[config.mk]
export PLATFORM = sky130hd
export DESIGN_NAME = csp_channel_subcontroller_port
export DESIGN_NICKNAME = d
export VERILOG_FILES = /design/src/hw/csp_pkg.sv /design/src/hw/csp_channel_subcontroller_port.sv
export VERILOG_INCLUDE_DIRS = /design/src /design/src/hw
export SDC_FILE = /design/constraint.sdc
export NUM_CORES = 1
export LEC_CHECK = 0
export ABC_AREA = 1
export BUFFER_PORTS_ARGS = -buffer_cell sky130_fd_sc_hd__buf_2
export CORE_UTILIZATION = 40
export CTS_BUF_LIST = sky130_fd_sc_hd__clkbuf_8
export CTS_CLUSTER_SIZE = 20
export DETAILED_ROUTE_END_ITERATION = 16
export PLACE_DENSITY = 0.66
export SYNTH_ARGS = -nofsm -noshare
export SYNTH_HDL_FRONTEND = slang
export SYNTH_SLANG_ARGS = --single-unit
[constraint.sdc]
create_clock -name clock_i -period 1.67 [get_ports clock_i]
set_input_delay 0.0835 -clock clock_i [delete_from_list [all_inputs] [get_ports clock_i]]
set_output_delay 0.0835 -clock clock_i [all_outputs]
set_load 0.02 [all_outputs]
[src/hw/csp_regs.svh]
`ifndef CSP_REGS_SVH
`define CSP_REGS_SVH
// Function response status bit positions (bit 0 is the MSB of the byte)
`define CSP_ST_INT_PEND 0
`define CSP_ST_AUTO 3
`define CSP_ST_UNUSUAL 4
`define CSP_ST_UNUSED 7
// Data-in byte positions
`define CSP_DI_CASE_POS 2
`define CSP_DI_ZERO_POS 1
`define CSP_DI_LONG_POS 0
// Terminal order bit positions
`define CSP_TO_INT 0
`define CSP_TO_COUNT_DONE 1
`define CSP_TO_IOP_HALT 3
// Order-in status bit positions
`define CSP_OI_UNUSUAL 3
`define CSP_OI_CHAN_END 4
// Reset values
`define CSP_CASE_RESET 1'b0
`endif

[src/hw/csp_pkg.sv]
package csp_pkg;
	typedef enum logic [1:0] {
		CSP_SVC_DATA_IN = 2'b00,
		CSP_SVC_DATA_OUT = 2'b01,
		CSP_SVC_ORDER_IN = 2'b10,
		CSP_SVC_ORDER_OUT = 2'b11
	} csp_svc_e;
	typedef struct packed {
		logic start;
		logic halt;
		logic test;
		logic test_dev;
		logic int_ack;
		logic [3:0] addr;
	} csp_instr_s;
	typedef struct packed {
		logic [7:0] char_bits;
		logic [5:0] line;
		logic long_space;
		logic [3:0] char_len;
		logic five_bit;
		logic is_figs;
		logic is_ltrs;
	} csp_rx_s;
	typedef struct packed {
		logic cc_first;
		logic cc_second;
		logic [7:0] func_resp;
		logic valid;
	} csp_resp_s;
endpackage

[src/hw/csp_channel_subcontroller_port.sv]
// Operation
// - Addressed start when ready: busy, service call
// - Start while busy: status only
// - Halt clears busy and interrupts, returns ready
// - Test returns status, changes nothing
// - Test-device: both codes, zero status
// - Interrupt ack with priority: address, both codes
// - Interrupt ack clears internal interrupt indicator
// - Internal interrupt only by terminal order
// - Connect on acknowledge only with priority
// - Service type encoding; never data-out
// - First cycle order-out; order discarded
// - Character done: data-in, char then line
// - Lsb at bit seven; short chars one-filled
// - Five-bit case-shift bit at position two
// - Case bit reset-cleared, changes after passing
// - Second byte bit one always zero
// - Long-space flag in second byte
// - Order-in only after count-done or halt order
// - Order-in drives unusual end, channel end
// - Terminal order bit zero sets interrupt
// - Start/halt/test status byte layout
// - Condition code meanings per instruction
`timescale 1ns/1ps
`include "csp_regs.svh"
module csp_channel_subcontroller_port #(
	parameter logic [3:0] MY_ADDR = 4'h0
) (
	input wire logic clock_i,
	input wire logic rst_b_i,
	input wire logic io_reset_i,
	input wire csp_pkg::csp_instr_s instr_i,
	input wire logic int_priority_i,
	input wire logic service_call_ack_i,
	input wire logic svc_priority_i,
	input wire logic cycle_done_i,
	input wire logic order_valid_i,
	input wire logic [7:0] order_i,
	input wire logic rx_valid_i,
	input wire csp_pkg::csp_rx_s rx_i,
	output logic rx_ready_o,
	output csp_pkg::csp_resp_s resp_o,
	output logic service_call_o,
	output logic connected_o,
	output logic data_order_request_o,
	output logic in_out_request_o,
	output logic [7:0] data_o,
	output logic data_valid_o,
	output logic ext_rx_int_o,
	output logic interrupt_ack_indicator_o
);
	typedef enum logic [2:0] {
		CSP_READY,
		CSP_WAIT_OO,
		CSP_IDLE_BUSY,
		CSP_WAIT_DI,
		CSP_BYTE2,
		CSP_WAIT_OI
	} csp_state_e;

	// --------------------------------
	// State
	// --------------------------------
	csp_state_e state_q, state_d;
	logic busy_q, busy_d;
	logic int_q, int_d;
	logic ext_q, ext_d;
	logic unusual_q, unusual_d;
	logic oi_pend_q, oi_pend_d;
	logic case_q, case_d;
	logic case_upd_q, case_upd_d;
	logic case_new_q, case_new_d;
	logic svc_q, svc_d;
	logic conn_q, conn_d;
	csp_pkg::csp_svc_e svc_type_q, svc_type_d;
	logic [7:0] data_q, data_d;
	logic dval_q, dval_d;
	logic [7:0] byte2_q, byte2_d;
	logic rx_ready_q, rx_ready_d;
	csp_pkg::csp_resp_s resp_q, resp_d;

	logic addressed;
	logic [7:0] status;
	logic [7:0] first_byte;
	logic [7:0] fill_mask;
	integer i;

	assign addressed = (instr_i.addr == MY_ADDR);

	always_comb begin
		// Status byte, bit 0 is the MSB line
		status = 8'h00;
		status[7 - `CSP_ST_INT_PEND] = int_q;
		status[7 - `CSP_ST_AUTO] = 1'b1;
		status[7 - `CSP_ST_UNUSUAL] = unusual_q;
		status[7 - 1] = busy_q;
		status[7 - 2] = busy_q;
		status[7 - 5] = busy_q;
		status[7 - 6] = busy_q;
		status[7 - `CSP_ST_UNUSED] = 1'b0;
		// Character, lsb at bit seven means lsb in the low bit here
		fill_mask = 8'h00;
		for (i = 0; i < 8; i++) begin
			if (i >= int'(rx_i.char_len)) begin
				fill_mask[i] = 1'b1;
			end
		end
		first_byte = rx_i.char_bits | fill_mask;
		if (rx_i.five_bit) begin
			first_byte[7 - `CSP_DI_CASE_POS] = case_q;
		end
	end

	always_comb begin
		state_d = state_q;
		busy_d = busy_q;
		int_d = int_q;
		ext_d = ext_q;
		unusual_d = unusual_q;
		oi_pend_d = oi_pend_q;
		case_d = case_q;
		case_upd_d = case_upd_q;
		case_new_d = case_new_q;
		svc_d = svc_q;
		conn_d = conn_q;
		svc_type_d = svc_type_q;
		data_d = data_q;
		dval_d = 1'b0;
		byte2_d = byte2_q;
		rx_ready_d = 1'b0;
		resp_d = '0;
		// Channel instructions
		if (addressed && instr_i.start) begin
			resp_d.valid = 1'b1;
			resp_d.cc_first = 1'b1;
			resp_d.cc_second = !busy_q;
			resp_d.func_resp = status;
			if (!busy_q) begin
				busy_d = 1'b1;
				svc_d = 1'b1;
				svc_type_d = csp_pkg::CSP_SVC_ORDER_OUT;
				state_d = CSP_WAIT_OO;
			end
		end else if (addressed && instr_i.halt) begin
			resp_d.valid = 1'b1;
			resp_d.cc_first = 1'b1;
			resp_d.cc_second = !busy_q;
			resp_d.func_resp = status;
		end else if (addressed && instr_i.test) begin
			resp_d.valid = 1'b1;
			resp_d.cc_first = 1'b1;
			resp_d.cc_second = !busy_q;
			resp_d.func_resp = status;
		end else if (addressed && instr_i.test_dev) begin
			resp_d.valid = 1'b1;
			resp_d.cc_first = 1'b1;
			resp_d.cc_second = 1'b1;
			resp_d.func_resp = 8'h00;
		end else if (instr_i.int_ack) begin
			if (int_q && int_priority_i) begin
				resp_d.valid = 1'b1;
				resp_d.cc_first = 1'b1;
				resp_d.cc_second = 1'b1;
				resp_d.func_resp = {4'h0, MY_ADDR};
			end
			int_d = 1'b0;
		end
		// Service cycles
		if (service_call_ack_i && svc_q && svc_priority_i && !conn_q) begin
			conn_d = 1'b1;
		end
		case (state_q)
			CSP_READY: begin
			end
			CSP_WAIT_OO: begin
				// Order delivered here is discarded
				if (conn_q && cycle_done_i) begin
					svc_d = 1'b0;
					conn_d = 1'b0;
					state_d = CSP_IDLE_BUSY;
				end
			end
			CSP_IDLE_BUSY: begin
				if (oi_pend_q) begin
					svc_d = 1'b1;
					svc_type_d = csp_pkg::CSP_SVC_ORDER_IN;
					state_d = CSP_WAIT_OI;
				end else if (rx_valid_i) begin
					rx_ready_d = 1'b1;
					svc_d = 1'b1;
					svc_type_d = csp_pkg::CSP_SVC_DATA_IN;
					data_d = first_byte;
					byte2_d = {rx_i.long_space, 1'b0, rx_i.line};
					case_upd_d = rx_i.five_bit && (rx_i.is_figs || rx_i.is_ltrs);
					case_new_d = rx_i.is_figs;
					state_d = CSP_WAIT_DI;
				end
			end
			CSP_WAIT_DI: begin
				if (conn_q) begin
					dval_d = 1'b1;
					state_d = CSP_BYTE2;
				end
			end
			CSP_BYTE2: begin
				data_d = byte2_q;
				dval_d = 1'b1;
				if (cycle_done_i) begin
					svc_d = 1'b0;
					conn_d = 1'b0;
					dval_d = 1'b0;
					if (case_upd_q) begin
						case_d = case_new_q;
					end
					state_d = CSP_IDLE_BUSY;
				end
			end
			CSP_WAIT_OI: begin
				if (conn_q) begin
					data_d = 8'h00;
					data_d[7 - `CSP_OI_UNUSUAL] = unusual_q;
					data_d[7 - `CSP_OI_CHAN_END] = 1'b1;
					dval_d = 1'b1;
					if (cycle_done_i) begin
						svc_d = 1'b0;
						conn_d = 1'b0;
						dval_d = 1'b0;
						oi_pend_d = 1'b0;
						state_d = CSP_IDLE_BUSY;
					end
				end
			end
			default: state_d = CSP_READY;
		endcase
		// Terminal orders accompany any service cycle except the first order-out
		if (conn_q && order_valid_i && state_q != CSP_WAIT_OO) begin
			if (order_i[7 - `CSP_TO_INT]) begin
				int_d = 1'b1;
			end
			if (order_i[7 - `CSP_TO_COUNT_DONE] || order_i[7 - `CSP_TO_IOP_HALT]) begin
				unusual_d = 1'b1;
				oi_pend_d = 1'b1;
			end
		end
		if (conn_q && order_valid_i && state_q == CSP_WAIT_OI) begin
			oi_pend_d = 1'b0;
		end
		if (state_q == CSP_WAIT_DI && conn_q) begin
			ext_d = 1'b1;
		end
		// Halt outranks any service cycle in flight
		if (addressed && instr_i.halt) begin
			busy_d = 1'b0;
			int_d = 1'b0;
			ext_d = 1'b0;
			svc_d = 1'b0;
			conn_d = 1'b0;
			oi_pend_d = 1'b0;
			dval_d = 1'b0;
			rx_ready_d = 1'b0;
			state_d = CSP_READY;
		end
		if (io_reset_i) begin
			case_d = `CSP_CASE_RESET;
		end
	end

	always_ff @(posedge clock_i) begin
		if (!rst_b_i) begin
			state_q <= CSP_READY;
			busy_q <= 1'b0;
			int_q <= 1'b0;
			ext_q <= 1'b0;
			unusual_q <= 1'b0;
			oi_pend_q <= 1'b0;
			case_q <= `CSP_CASE_RESET;
			case_upd_q <= 1'b0;
			case_new_q <= 1'b0;
			svc_q <= 1'b0;
			conn_q <= 1'b0;
			svc_type_q <= csp_pkg::CSP_SVC_ORDER_OUT;
			data_q <= 8'h00;
			dval_q <= 1'b0;
			byte2_q <= 8'h00;
			rx_ready_q <= 1'b0;
			resp_q <= '0;
		end else begin
			state_q <= state_d;
			busy_q <= busy_d;
			int_q <= int_d;
			ext_q <= ext_d;
			unusual_q <= unusual_d;
			oi_pend_q <= oi_pend_d;
			case_q <= case_d;
			case_upd_q <= case_upd_d;
			case_new_q <= case_new_d;
			svc_q <= svc_d;
			conn_q <= conn_d;
			svc_type_q <= svc_type_d;
			data_q <= data_d;
			dval_q <= dval_d;
			byte2_q <= byte2_d;
			rx_ready_q <= rx_ready_d;
			resp_q <= resp_d;
		end
	end

	// Never data-out: only three encodings are ever loaded
	assign service_call_o = svc_q;
	assign connected_o = conn_q;
	assign data_order_request_o = svc_type_q[1];
	assign in_out_request_o = svc_type_q[0];
	assign data_o = data_q;
	assign data_valid_o = dval_q;
	assign rx_ready_o = rx_ready_q;
	assign resp_o = resp_q;
	assign ext_rx_int_o = ext_q;
	assign interrupt_ack_indicator_o = int_q;
endmodule

==> results.ini <==
[run_status]
status=completed

[place]
gp_congestion=0.859
dp_hpwl_um=3250
place_ws_ns=0.309
port-buffer-count=68

[route]
drt-wirelength-per-cell_um=10.4
ant_nets=0
wl_um=4220
vias_per_cell=4.63
dr.pass1.iters=4
vias=1881
drt_iter0_markers=61
drc=0

[worst_setup_path]
crit_type=reg -> reg
worstPathMaxFanout=11
cp-end-kind=flop
critPathRequiredTime_ns=1.86
arrival_ns=1.56
cp-start-kind=flop

[synthesis]
ys_warn_count=0
ys_types=26
syn_area_sq_um=1860
syn_area_per_cell_sq_um=6.50
syn_nets=335
postSynthCellCount=287
synth_seq_cells=38
yosysSeqAreaShare_pct=40.8

[cells_and_area]
layout-drive-gt1-share_pct=24.6
regArea_sq_um=761
area_growth_pct=23.4
diodes=0
fin_nets=402
fill_cells=479
multi_input_area_sq_um=867

[cts]
postCtsHoldBufs=0
h-tree-depth=2
clock_latency_ns=0.29
clockBufferDepth=2
cts_sinks=38
cts_tree=built
cts_inserted_buffers=5
clkSlewWorstSetupHoldPaths_ns=0.07
ctsRootBufferMaster=clkbuf_8
post_cts_buffers=0
cts_resized=0

[pwr]
p_comb_share_pct=8.6
ir_drop_mv=0.394
internal_power_mw=1.25
p_total_mw=1.64
p_sw_uw=394
p_leak_nw=1.25
clkPwrFrac_pct=36.0
swShare_pct=23.9
seqPwrFrac_pct=55.5
powerDensity_nw_per_um2=715

[floorplanning]
initial_core_util_pct=42.2
io_pins=75
die-width_um=70.3
die_h_um=70.3
rows=24
dieArea_sq_um=4940
core_sq_um=4410

[global_route]
grt_max_degree=21
grt_antenna_before_repair=0
grt_pass1_wl_um=7080
grtUsageTotal_pct=18.2
first_global_vias=1674
overflow=0

[job]
maxCapViolations=0

[timing]
rsz0062_at_grt=false
clock_skew_ns=0.00722
hold_violations=0
fmax_mhz=730
fin_ws_ns=0.300
maxSlewViolCount=0
layout_min_cycle_time_ns=1.37
finalSetupViolCount=0
finalCritPeriodShare_pct=82.0
setup_tns_ns=0

[hold_path]
holdCritPathClass=in -> reg

cell usage after synthesis:
cell       count  share of area (%)
conb_1         1               0.20
and3_1         1               0.34
nor4_1         1               0.34
o2111ai_1      1               0.47
nor3_1         2               0.54
buf_2          3               0.81
o21ai_0       22                5.9
dfxtp_1       38                 41
inv_2          1               0.20
buf_6          1               0.60
nor2_4         2                1.2
nor2_2         1               0.34
o211ai_1       1               0.40
nand2_1       67                 13
buf_4          5                2.0
nand3_2        1               0.54
a21oi_1       12                3.2
nand4_1        1               0.34
nor2_1        60                 12
nand2_2        1               0.34
nand3_1       14                3.8
nand2_4        3                1.8
nand3b_1       1               0.40
o21a_1         2               0.81
inv_1         43                8.7
clkbuf_1       2               0.40
metrics by stage:
step	instance area (sq um)	util [%]	instances	hold WS [ns]
after detailed placement	2220	50.3	399	0.337
final	2300	52.1	406	0.0336
after floorplan	1860	-	287	0.231
after global placement	2220	50.3	399	0.332
after CTS	2300	52.1	406	0.0317
after global routing	2300	52.1	406	0.0394
power groups by stage:
stage / Combinational (mW) / Clock, mW / Sequential [mW]
after floorplan: 0.0674 / 0 / 0.936
after global placement: 0.141 / 0 / 0.932
after detailed placement: 0.141 / 0 / 0.932
after CTS: 0.142 / 0.609 / 0.911
after global routing: 0.160 / 0.653 / 0.912
final: 0.141 / 0.592 / 0.912
cells by family (layout without fill, tap and decap cells):
family | Yosys count | count (layout) | share of synthesized area (%)
AND/OR/NAND/NOR | 155 | 155 | 35.5
buffers and inverters | 55 | 122 | 12.7
AO/OA/AOI/OAI | 38 | 38 | 10.8
other | 1 | 1 | 0.201
flip-flops | 38 | 38 | 40.8
sequential cells by signal, indices dropped and copies added (netlist names):
name / count
data_o: 8
byte2_q: 7
resp_o: 6
state_q: 3
svc_type_q: 2
busy_q: 1
case_new_q: 1
case_q: 1
case_upd_q: 1
connected_o: 1
data_valid_o: 1
ext_rx_int_o: 1
interrupt_ack_indicator_o: 1
oi_pend_q: 1
rx_ready_o: 1
service_call_o: 1
unusual_q: 1
worst max-delay path, cell delays in order, from the launching register on:
cell and delay (ns):
dfxtp_1 0.36, inv_1 0.23, nand3_2 0.15, inv_1 0.26
o21ai_0 0.13, o21ai_0 0.09, nor2_1 0.05
worst paths after layout:
| kind | from | slack, ns | cells past startpoint | end |
|---|---|---|---|---|
| worst max-delay path | state_q[0]$_SDFF_PP0_ | 0.30 | 6 | case_upd_q$_SDFFE_PN0P_ |
| worst min-delay path | rx_i[9] | 0.03 | 3 | byte2_q[1]$_SDFFE_PN0P_ |
| worst max register to register | state_q[0]$_SDFF_PP0_ | 0.30 | 6 | case_upd_q$_SDFFE_PN0P_ |
| worst min register to register | ext_rx_int_o$_SDFFE_PP0P_ | 0.45 | 2 | ext_rx_int_o$_SDFFE_PP0P_ |
cell type report:
| cell class | count | share of cell area (%) |
|---|---|---|
| Multi-Input combinational cell | 194 | 37.7 |
| Sequential cell | 38 | 33.1 |
| Timing Repair Buffer | 71 | 15.8 |
| Inverter | 44 | 7.18 |
| Clock buffer | 5 | 2.99 |
| Tap cell | 52 | 2.83 |
| Clock inverter | 2 | 0.435 |
metal layers:
layer	global-route usage (%)	up-vias	share of wire (%)
li1	-	1007	-
met1	23.0	819	48
met2	29.5	49	45
met3	5.05	6	5.4
met4	6.67	0	1.7
met5	0	-	0
cell usage in the layout (no fill, tap or decap):
| cell | n |
|---|---|
| nor4_1 | 1 |
| clkinv_2 | 2 |
| nor2_2 | 1 |
| conb_1 | 1 |
| nor2_1 | 60 |
| inv_2 | 1 |
| nand2_2 | 1 |
| nor3_1 | 2 |
| o21a_1 | 2 |
| o21ai_0 | 22 |
| inv_1 | 43 |
| clkbuf_8 | 5 |
| nand4_1 | 1 |
| nand3b_1 | 1 |
| nand3_1 | 14 |
| dfxtp_1 | 38 |
| o211ai_1 | 1 |
| and3_1 | 1 |
| buf_4 | 3 |
| nand2_4 | 3 |
| nor2_4 | 2 |
| nand2_1 | 67 |
| a21oi_1 | 12 |
| o2111ai_1 | 1 |
| buf_2 | 68 |
| nand3_2 | 1 |
Power figures use the tool's default switching activity.
